<file path="src/common/sar_adc_pkg.sv">
// Constants, types and state record for the converter and self-test block
package sar_adc_pkg;
    // Register map (byte addresses)
    localparam logic [8:0] OFS_CTRL = 9'h000;
    localparam logic [8:0] OFS_RESULT = 9'h004;
    localparam logic [8:0] OFS_STATUS = 9'h008;
    localparam logic [1:0] RAM_REGION = 2'h2;
    localparam int FLAG_BIT = 7;
    localparam logic [1:0] RESP_OKAY = 2'h0;
    localparam logic [1:0] RESP_DECERR = 2'h3;
    // Conversion timing in machine cycles (one core_clk each)
    localparam logic [4:0] SAMPLE_LAST = 5'h04;
    localparam logic [4:0] CONV_LAST = 5'h1D;
    localparam logic [7:0] SAR_START = 8'h80;
    // Loader and self-test figures
    localparam logic [7:0] RAM_END = 8'h80;
    localparam logic [2:0] SETTLE_LAST = 3'h4;
    localparam logic [2:0] STRAP_LAST = 3'h4;
    localparam logic [2:0] CONV_WAIT_LAST = 3'h1;
    localparam logic [11:0] CAL_TARGET = 12'hFF0;
    localparam logic [11:0] FS_TARGET = 12'hFE8;
    localparam logic [7:0] FS_CODE = 8'hFF;
    localparam logic [11:0] LIN_STRIDE = 12'h010;
    localparam logic [7:0] LIN_LAST = 8'hFF;
    localparam logic [3:0] REF_LAST = 4'hF;

    typedef enum logic [4:0] {
        ST_BOOT = 5'h00, ST_USER = 5'h01, ST_LD_CLR = 5'h02,
        ST_LD_SETTLE = 5'h03, ST_LD_STORE = 5'h04, ST_LD_FALL = 5'h05,
        ST_RUN = 5'h06, ST_CAL_CHECK = 5'h07, ST_CAL_ZERO = 5'h08,
        ST_CAL_HOLD = 5'h09, ST_DAC_RUN = 5'h0A, ST_CONV = 5'h0B,
        ST_FS_CHECK = 5'h0C, ST_LIN_CHECK = 5'h0D, ST_PASS = 5'h0E,
        ST_FAIL = 5'h0F
    } seq_state_t;

    typedef struct packed {
        logic [8:0] awaddr; logic awvalid;
        logic [31:0] wdata; logic [3:0] wstrb; logic wvalid;
        logic bready;
        logic [8:0] araddr; logic arvalid;
        logic rready;
    } axi_req_t;

    typedef struct packed {
        logic awready; logic wready;
        logic [1:0] bresp; logic bvalid;
        logic arready;
        logic [31:0] rdata; logic [1:0] rresp; logic rvalid;
    } axi_rsp_t;

    typedef struct packed {
        logic awDone; logic [8:0] awAddr;
        logic wDone; logic [7:0] wData; logic wStrb0;
        logic bValid; logic [1:0] bResp;
        logic rValid; logic [31:0] rData; logic [1:0] rResp;
        logic [4:0] mcCnt; logic [7:0] sar; logic [7:0] mask;
        logic [7:0] result; logic doneFlag; logic [2:0] chan;
        logic [2:0] syncIrq; logic irqF;
        logic [2:0][7:0] syncA; logic [7:0] aF;
        logic [2:0][1:0] syncC; logic [1:0] cF;
        seq_state_t st; seq_state_t ret; seq_state_t chk;
        logic [7:0] ptr; logic [1:0] loadNum; logic [2:0] waitCnt;
        logic [11:0] dacCnt; logic [11:0] dacTgt; logic [7:0] linStep;
        logic [3:0] refSel;
        logic pbAdv; logic pbClr; logic passN; logic failN;
        logic dacClr; logic dacAdv;
        logic [127:0][7:0] ram;
    } core_t;

    localparam core_t CORE_RESET = '{irqF: 1'b1, passN: 1'b1,
        failN: 1'b1, st: ST_BOOT, ret: ST_BOOT, chk: ST_BOOT,
        default: '0};
endpackage

</file>
<file path="src/rtl/sar_adc_control_selftest.sv">
// Converter control, bootstrap loader and self-test sequencer
//
// Chosen here: the AXI4-Lite register port and the register offsets.
`timescale 1ns/1ps
module sar_adc_control_selftest (
    input wire logic core_clk,
    input wire logic rstn,
    input wire sar_adc_pkg::axi_req_t axiReq,
    output sar_adc_pkg::axi_rsp_t axiRsp,
    input wire logic cmpAbove,
    output logic [2:0] chanSel,
    output logic sampleEn,
    output logic [7:0] sarCode,
    input wire logic irqPin,
    input wire logic [7:0] portAIn,
    input wire logic [1:0] portCIn,
    output logic [5:0] portBOut,
    output logic [3:0] portCOut
);
    import sar_adc_pkg::*;

    core_t state_reg;
    core_t state_next;
    logic convDone;
    logic awHit;
    logic wHit;
    logic doWr;
    logic [8:0] wAddr;
    logic [7:0] wByte;
    logic wLane0;
    logic [31:0] rdMux;
    logic [1:0] rdResp;

    // Bus handshakes, one write and one read outstanding
    assign axiRsp.awready = !state_reg.awDone && !state_reg.bValid;
    assign axiRsp.wready = !state_reg.wDone && !state_reg.bValid;
    assign axiRsp.bvalid = state_reg.bValid;
    assign axiRsp.bresp = state_reg.bResp;
    assign axiRsp.arready = !state_reg.rValid;
    assign axiRsp.rvalid = state_reg.rValid;
    assign axiRsp.rdata = state_reg.rData;
    assign axiRsp.rresp = state_reg.rResp;

    // Analog side and port pins
    assign chanSel = state_reg.chan;
    assign sampleEn = (state_reg.mcCnt <= SAMPLE_LAST);
    assign sarCode = state_reg.sar;
    assign portBOut = {state_reg.dacAdv, state_reg.dacClr, state_reg.failN,
                       state_reg.passN, state_reg.pbClr, state_reg.pbAdv};
    assign portCOut = state_reg.refSel;

    // Write address and data may arrive in either order
    assign awHit = axiReq.awvalid && axiRsp.awready;
    assign wHit = axiReq.wvalid && axiRsp.wready;
    assign doWr = (state_reg.awDone || awHit) && (state_reg.wDone || wHit);
    assign wAddr = state_reg.awDone ? state_reg.awAddr : axiReq.awaddr;
    assign wByte = state_reg.wDone ? state_reg.wData : axiReq.wdata[7:0];
    assign wLane0 = state_reg.wDone ? state_reg.wStrb0 : axiReq.wstrb[0];
    assign convDone = (state_reg.mcCnt == CONV_LAST);

    // Read decode; the loaded RAM is visible four bytes per word
    always_comb begin
        rdMux = 32'h0000_0000;
        rdResp = RESP_OKAY;
        if (axiReq.araddr[8:7] == RAM_REGION) begin
            rdMux = {state_reg.ram[{axiReq.araddr[6:2], 2'h3}],
                     state_reg.ram[{axiReq.araddr[6:2], 2'h2}],
                     state_reg.ram[{axiReq.araddr[6:2], 2'h1}],
                     state_reg.ram[{axiReq.araddr[6:2], 2'h0}]};
        end else begin
            unique case (axiReq.araddr)
                OFS_CTRL: rdMux = {24'h00_0000, state_reg.doneFlag, 4'h0, state_reg.chan};
                OFS_RESULT: rdMux = {24'h00_0000, state_reg.result};
                OFS_STATUS: rdMux = {7'h00, state_reg.refSel, state_reg.dacCnt,
                                     state_reg.loadNum, state_reg.failN,
                                     state_reg.passN, state_reg.st};
                default: rdResp = RESP_DECERR;
            endcase
        end
    end

    // Next-state logic for the whole block
    always_comb begin
        state_next = state_reg;

        // Pin synchronisers: a change counts when stages two and three agree
        state_next.syncIrq = {state_reg.syncIrq[1:0], irqPin};
        state_next.syncA = {state_reg.syncA[1:0], portAIn};
        state_next.syncC = {state_reg.syncC[1:0], portCIn};
        if (state_reg.syncIrq[1] == state_reg.syncIrq[2]) begin
            state_next.irqF = state_reg.syncIrq[2];
        end
        if (state_reg.syncA[1] == state_reg.syncA[2]) begin
            state_next.aF = state_reg.syncA[2];
        end
        if (state_reg.syncC[1] == state_reg.syncC[2]) begin
            state_next.cF = state_reg.syncC[2];
        end

        // Register bus: write side
        if (awHit) begin
            state_next.awDone = 1'b1;
            state_next.awAddr = axiReq.awaddr;
        end
        if (wHit) begin
            state_next.wDone = 1'b1;
            state_next.wData = axiReq.wdata[7:0];
            state_next.wStrb0 = axiReq.wstrb[0];
        end
        if (state_reg.bValid && axiReq.bready) begin
            state_next.bValid = 1'b0;
        end
        if (doWr) begin
            state_next.awDone = 1'b0;
            state_next.wDone = 1'b0;
            state_next.bValid = 1'b1;
            state_next.bResp = RESP_OKAY;
            if (wAddr == OFS_CTRL && wLane0) begin
                state_next.chan = wByte[2:0];
                state_next.doneFlag = 1'b0;
            end else if (wAddr != OFS_CTRL && wAddr != OFS_RESULT
                         && wAddr != OFS_STATUS && wAddr[8:7] != RAM_REGION) begin
                state_next.bResp = RESP_DECERR;
            end
        end

        // Register bus: read side
        if (state_reg.rValid && axiReq.rready) begin
            state_next.rValid = 1'b0;
        end
        if (axiReq.arvalid && axiRsp.arready) begin
            state_next.rValid = 1'b1;
            state_next.rData = rdMux;
            state_next.rResp = rdResp;
        end

        // Free-running 30-cycle conversion frame
        state_next.mcCnt = convDone ? 5'h00 : state_reg.mcCnt + 5'h01;
        if (state_reg.mcCnt == SAMPLE_LAST) begin
            state_next.sar = SAR_START;
            state_next.mask = SAR_START;
            state_next.doneFlag = 1'b0;
        end else if (state_reg.mask != 8'h00) begin
            // One trial per cycle, decided bit kept or dropped
            state_next.sar = (cmpAbove ? state_reg.sar : state_reg.sar & ~state_reg.mask)
                             | (state_reg.mask >> 1);
            state_next.mask = state_reg.mask >> 1;
        end
        // Result and flag land together; the set beats a same-cycle clear
        if (convDone) begin
            state_next.result = state_reg.sar;
            state_next.doneFlag = 1'b1;
        end

        // Loader and self-test sequencer
        unique case (state_reg.st)
            ST_BOOT: begin
                state_next.waitCnt = state_reg.waitCnt + 3'h1;
                if (state_reg.waitCnt == STRAP_LAST) begin
                    state_next.waitCnt = 3'h0;
                    if (!state_reg.irqF) begin
                        state_next.st = ST_LD_CLR;
                        state_next.pbClr = 1'b1;
                    end else begin
                        state_next.st = ST_USER;
                    end
                end
            end
            ST_USER, ST_PASS, ST_FAIL: begin
                state_next.st = state_reg.st;
            end
            ST_LD_CLR: begin
                state_next.pbClr = 1'b0;
                state_next.ptr = 8'h00;
                state_next.st = ST_LD_SETTLE;
            end
            ST_LD_SETTLE: begin
                state_next.waitCnt = state_reg.waitCnt + 3'h1;
                if (state_reg.waitCnt == SETTLE_LAST) begin
                    state_next.st = ST_LD_STORE;
                end
            end
            ST_LD_STORE: begin
                state_next.ram[state_reg.ptr[6:0]] = state_reg.aF;
                state_next.ptr = state_reg.ptr + 8'h01;
                state_next.pbAdv = 1'b1;
                state_next.st = ST_LD_FALL;
            end
            ST_LD_FALL: begin
                state_next.pbAdv = 1'b0;
                state_next.waitCnt = 3'h0;
                state_next.st = (state_reg.ptr == RAM_END) ? ST_RUN : ST_LD_SETTLE;
            end
            ST_RUN: begin
                // Every routine starts from a cleared stimulus counter
                state_next.loadNum = state_reg.loadNum + 2'h1;
                state_next.dacClr = 1'b1;
                state_next.dacCnt = 12'h000;
                state_next.ptr = 8'h00;
                state_next.waitCnt = 3'h0;
                state_next.ret = ST_CONV;
                unique case (state_reg.loadNum)
                    2'h0: begin
                        state_next.dacTgt = 12'h000;
                        state_next.ret = ST_CAL_CHECK;
                        state_next.st = ST_DAC_RUN;
                    end
                    2'h1: begin
                        state_next.dacTgt = FS_TARGET;
                        state_next.refSel = 4'h0;
                        state_next.chk = ST_FS_CHECK;
                        state_next.st = ST_DAC_RUN;
                    end
                    2'h2: begin
                        state_next.dacTgt = 12'h000;
                        state_next.linStep = 8'h00;
                        state_next.chk = ST_LIN_CHECK;
                        state_next.st = ST_DAC_RUN;
                    end
                    default: state_next.st = ST_FAIL;
                endcase
            end
            ST_CAL_CHECK: begin
                state_next.st = (state_reg.cF == 2'h0) ? ST_CAL_ZERO : ST_LD_SETTLE;
            end
            ST_CAL_ZERO: begin
                if (state_reg.cF[1]) begin
                    state_next.st = ST_LD_SETTLE;
                end else if (state_reg.cF[0]) begin
                    state_next.dacTgt = CAL_TARGET;
                    state_next.ret = ST_CAL_HOLD;
                    state_next.st = ST_DAC_RUN;
                end
            end
            ST_CAL_HOLD: begin
                if (state_reg.cF[1]) begin
                    state_next.st = ST_LD_SETTLE;
                end
            end
            ST_DAC_RUN: begin
                // Counter advances on the falling edge of each pulse
                state_next.dacClr = 1'b0;
                state_next.waitCnt = 3'h0;
                if (state_reg.dacAdv) begin
                    state_next.dacAdv = 1'b0;
                    state_next.dacCnt = state_reg.dacCnt + 12'h001;
                end else if (state_reg.dacCnt != state_reg.dacTgt) begin
                    state_next.dacAdv = 1'b1;
                end else begin
                    state_next.st = state_reg.ret;
                end
            end
            ST_CONV: begin
                // Second completion is the first one sampled wholly after the change
                if (convDone) begin
                    state_next.waitCnt = state_reg.waitCnt + 3'h1;
                    if (state_reg.waitCnt == CONV_WAIT_LAST) begin
                        state_next.st = state_reg.chk;
                    end
                end
            end
            ST_FS_CHECK: begin
                state_next.waitCnt = 3'h0;
                if (state_reg.result == FS_CODE) begin
                    state_next.st = ST_LD_SETTLE;
                end else if (state_reg.refSel == REF_LAST) begin
                    state_next.failN = 1'b0;
                    state_next.st = ST_FAIL;
                end else begin
                    state_next.refSel = state_reg.refSel + 4'h1;
                    state_next.st = ST_CONV;
                end
            end
            ST_LIN_CHECK: begin
                if (state_reg.result != state_reg.linStep) begin
                    state_next.failN = 1'b0;
                    state_next.st = ST_FAIL;
                end else if (state_reg.linStep == LIN_LAST) begin
                    state_next.passN = 1'b0;
                    state_next.st = ST_PASS;
                end else begin
                    state_next.linStep = state_reg.linStep + 8'h01;
                    state_next.dacTgt = state_reg.dacTgt + LIN_STRIDE;
                    state_next.ret = ST_CONV;
                    state_next.st = ST_DAC_RUN;
                end
            end
            default: state_next.st = ST_FAIL;
        endcase
    end

    // State register
    always_ff @(posedge core_clk) begin
        if (!rstn) begin
            state_reg <= CORE_RESET;
        end else begin
            state_reg <= state_next;
        end
    end
endmodule // sar_adc_control_selftest

</file>
<file path="config.mk">
export PLATFORM = sky130hd
export DESIGN_NAME = sar_adc_control_selftest
export DESIGN_NICKNAME = d
export VERILOG_FILES = /design/src/common/sar_adc_pkg.sv /design/src/rtl/sar_adc_control_selftest.sv
export SDC_FILE = /design/constraint.sdc
export NUM_CORES = 2
export LEC_CHECK = 0
export ABC_AREA = 1
export ABC_CLOCK_PERIOD_IN_PS = 2000
export BUFFER_PORTS_ARGS = -buffer_cell sky130_fd_sc_hd__buf_2
export CORE_UTILIZATION = 57
export DETAILED_ROUTE_END_ITERATION = 12
export PLACE_DENSITY = 0.83
export SKIP_LAST_GASP = 1
export SLEW_MARGIN = 20
export SYNTH_ARGS = -nofsm -noshare
export SYNTH_HDL_FRONTEND = slang
export SYNTH_SLANG_ARGS = --single-unit
</file>
<file path="constraint.sdc">
create_clock -name core_clk -period 2 [get_ports core_clk]
set_clock_uncertainty 0.15 [all_clocks]
set_input_delay 0.1 -clock core_clk [delete_from_list [all_inputs] [get_ports core_clk]]
set_output_delay 0.1 -clock core_clk [all_outputs]
set_load 0.03 [all_outputs]
</file>
==> summary by stage <==
Yosys
Synthesis produced a netlist with a net count of 7800. The proportion of synthesized chip area in sequential cells is 0.438. Counting flops and latches in the post-synthesis netlist gives about 1200. Sorting the synthesized cells by area gives the leading types as dfxtp_1, a21oi_1, nand2_1, o21ai_0, inv_1. The prevailing post-synth register cell is dfxtp_1. The cell area that synthesis handed to floorplanning was ~56000 um2.

Yosys printed 0 warnings. The post-synthesis async set-or-reset flop share is 0. Counting flops with a built-in enable in the synthesized netlist gives 0. The synthesized netlist contains 53 unique library cells. The synthesized area divided by synthesized cell count is around 7.2 um2. The synthesized design spends more area on one cell type than any other, namely dfxtp_1. In the synthesized netlist, the number of instances is around 7700. By instance count, the leading cell after synthesis is nand2_1. Of the post-synthesis cell area, the dominant cell type holds 0.438. By count the netlist is led by nand2_1, dfxtp_1, a21oi_1, o21ai_0, inv_1.

Cells and area
The final-stage net count is between 7000 and 8000. From synthesis to final layout, the design area changed by 16.8%. The filler cells instantiated in the layout total between 7000 and 8000. The flip-flop count of the largest register, all copies and words added is around 1100. Of the cells placed in the final design, the portion with a size suffix greater than 1 is 0.134. For this run, the number of standard cells in the final layout without fillers is a little over 9000. The post-layout instance area is 64900 um2. Once layout is complete, the utilization of the core stands at 0.672.

Status
The final reports fail on negative setup slack. The run finished, with violations left.

Floorplan
The vertical die dimension is 314 um. ~140 I/O pins were placed. For this configuration, the core starts out at a cell density of 0.575. The die covers ~99000 um2. The floorplan row count is 114. The area of the placeable core is ~97000 um2. The width of the die is ~310 um.

Place
The weighted congestion reported at the end of routability-driven placement is between 0.9 and 1. During placement, the flow inserted port buffers numbering 103. The placed standard-cell area is about 59000 um2. Counting tap cells, the placed design contains a total of roughly 8800 instances. Detailed placement ended at an HPWL of about 110 mm.

Clock network
The clock slew at the register clock pins of the worst setup and hold paths is ~0.060 ns. The clock reaches the later pin of the worst-skew pair after about 0.73 ns. TritonCTS built the clock tree. Clock tree synthesis found a total of between 1000 and 1500 sinks. The clock root buffer master is clkbuf_16. Buffers inserted during clock tree synthesis total 118. Counting along the longest clock path gives a buffer depth of 3.

The H-tree depth is 3.

Global route
The overflow left after global routing is 0. The wire length of the first global-routing pass is about 280 mm. For this run, the total global-route usage over all layers was measured as 0.352. The largest net degree at the start of global routing is between 100 and 150. The initial antenna violation count is 5. The number of global-route vias before repair is 51000.

Detailed routing
For this block, the via count after detailed routing is between 50000 and 60000. The via-per-instance ratio is ~6.0. The DRC violations left is 0. The wire length after detailed routing is between 150 and 200 mm. In this run the remaining antenna-violating nets after routing total 0. The DRC violation total after the first TritonRoute iteration is approximately 8000.

The count of TritonRoute iterations in the first routing pass is 6. After detailed routing, the average wire length per cell comes to 19.8 um.

Worst hold path
The worst min-delay path category is in -> reg.

Critical path
The longest individual stage delay on the worst path is approximately 0.4 ns. Together, buffers and inverters on the worst path number 5. At the worst endpoint, the arrival time is between 2 and 3 ns.

The worst setup path is launched from a flop. The worst path required time is between 2 and 2.5 ns. The top fanout value on the critical path is 8. The critical path is of the reg -> reg type. STA classifies the critical path endpoint as a flop. The slowest stage of the critical path belongs to the cell dfxtp_4. Grouping stages by cell kind, the critical path spends the most delay in buffers and inverters. Walking the worst path, the cells encountered are inv_2 -> nor2_1 -> inv_2 -> nor2_1 -> bufinv_8 -> nor4_4 -> buf_6 -> buf_12 -> o21ai_0 -> a21oi_1.

Timing
For the pin with the worst max-slew slack, the measured transition is approximately 0.61 ns. Setup repair after global routing could not meet its margin everywhere. After routing, the total negative slack on setup checks comes to -0.0813 ns.

The routed design could run at a clock period as short as about 2.0 ns. The final count of pins violating max slew is 0. Once routing completed, OpenROAD measured the worst setup slack at -0.0375 ns.

Measured against its own limit, the worst slew margin works out to 0.590. Timing would allow up to a little under 0.5 GHz. Setup violations remaining at the end of the flow were counted as 6. The hold violation count in the final report is 0. The fraction of the cycle the final worst path needs is 1.02. Final hold analysis gives a worst-case slack of ~0.037 ns.

Power
In this run the power density over the cells is roughly 860 nW/um2. The worst IR drop on VDD is around 0.87 mV. For this design the static power due to leakage is about 27 nW.

Run
The tool flagged a number of max-cap violations equal to 0.
==> final timing paths <==
check	start	endpoint	slack (ns)	cells past startpoint
max	state_reg[1075]$_SDFFE_PN0P_	state_reg[156]$_SDFFE_PN0P_	-0.04	10
min reg2reg	state_next[1118]$_SDFF_PN0_	state_next[1126]$_SDFF_PN0_	0.26	2
max reg2reg	state_reg[1075]$_SDFFE_PN0P_	state_reg[156]$_SDFFE_PN0P_	-0.04	10
min	axiReq[50]	state_reg[1219]$_SDFFE_PN0P_	0.04	4
==> report_power, final <==
group	switching [W]	total [W]	leakage, nW	internal, W
clock	0.00983	0.0234	2.00	0.0135
combinational	0.00519	0.00767	15.1	0.00248
sequential	0.000359	0.0249	9.80	0.0246
total	0.0154	0.0559	26.9	0.0406
==> cell families after synthesis <==
family	Yosys count	synth area share
AND/OR/NAND/NOR	2563	0.207
AO/OA/AOI/OAI	2511	0.237
buffers and inverters	1381	0.111
flip-flops	1214	0.438
XOR/XNOR	20	0.00315
adder cells (fa/ha/maj)	17	0.00383
multiplexers	4	0.000721
==> worst min-delay path, delay by kind of cell <==
kind	cells	cell delay, ns
buffers and inverters	3	0.65
AO/OA/AOI/OAI	1	0.10
==> layer usage <==
metal	wire length (um)	share of wire	vias to the layer above	global-route usage
li1	-	-	25500	-
met1	68500	0.38	25400	0.448
met2	81000	0.45	3405	0.549
met3	20500	0.11	744	0.0653
met4	12100	0.066	0	0.228
met5	0	0	-	0
==> stage by stage <==
step           power [W]  setup WS, ns
2_1_floorplan     0.0295        0.0668
3_3_place_gp      0.0323        -0.113
3_5_place_dp      0.0324        -0.149
4_1_cts           0.0554       -0.0369
5_1_grt           0.0574        -0.107
6_report          0.0559       -0.0375
==> cells in the final DEF, fill, tap and decap left out, types with 19 or more instances in the layout <==
master         count
nand2_1         1454
a21oi_1         1197
dfxtp_1         1191
o21ai_0          999
inv_1            683
nor2_1           491
nand3_1          401
buf_4            322
buf_12           135
clkbuf_16        125
o211ai_1         108
buf_2             99
o21ai_1           76
dlygate4sd3_1     71
a211oi_1          66
nor2_4            63
o21ai_2           38
clkinv_2          29
clkbuf_8          28
nand2_4           27
inv_2             26
nor2_8            26
clkbuf_1          26
dfxtp_2           20
nor2_2            19
nand4_1           19
==> area by class of cell <==
| class | instances | area, um2 | share of cell area |
|---|---|---|---|
| Clock buffer | 175 | 3510 | 0.0541 |
| Timing Repair Buffer | 647 | 6610 | 0.102 |
| Multi-Input combinational cell | 5122 | 25300 | 0.391 |
| Tap cell | 1276 | 1600 | 0.0246 |
| Antenna cell | 3 | 7.51 | 0.000116 |
| Inverter | 733 | 2890 | 0.0445 |
| Sequential cell | 1214 | 24300 | 0.375 |
| Timing Repair inverter | 1 | 20.0 | 0.000309 |
| Clock inverter | 43 | 532 | 0.00820 |
==> timing repair <==
| item | in CTS | in global routing |
|---|---|---|
| gates cloned | 1 | 11 |
| pin swaps | 22 | 39 |
| endpoints found under the hold margin | 589 | 1 |
| resized for setup | 18 | 135 |
| buffers inserted | 36 | 53 |
| endpoints found under the setup margin | 187 | 627 |
| hold buffers | 72 | 1 |
No activity file was read; power rests on OpenSTA's default activity.
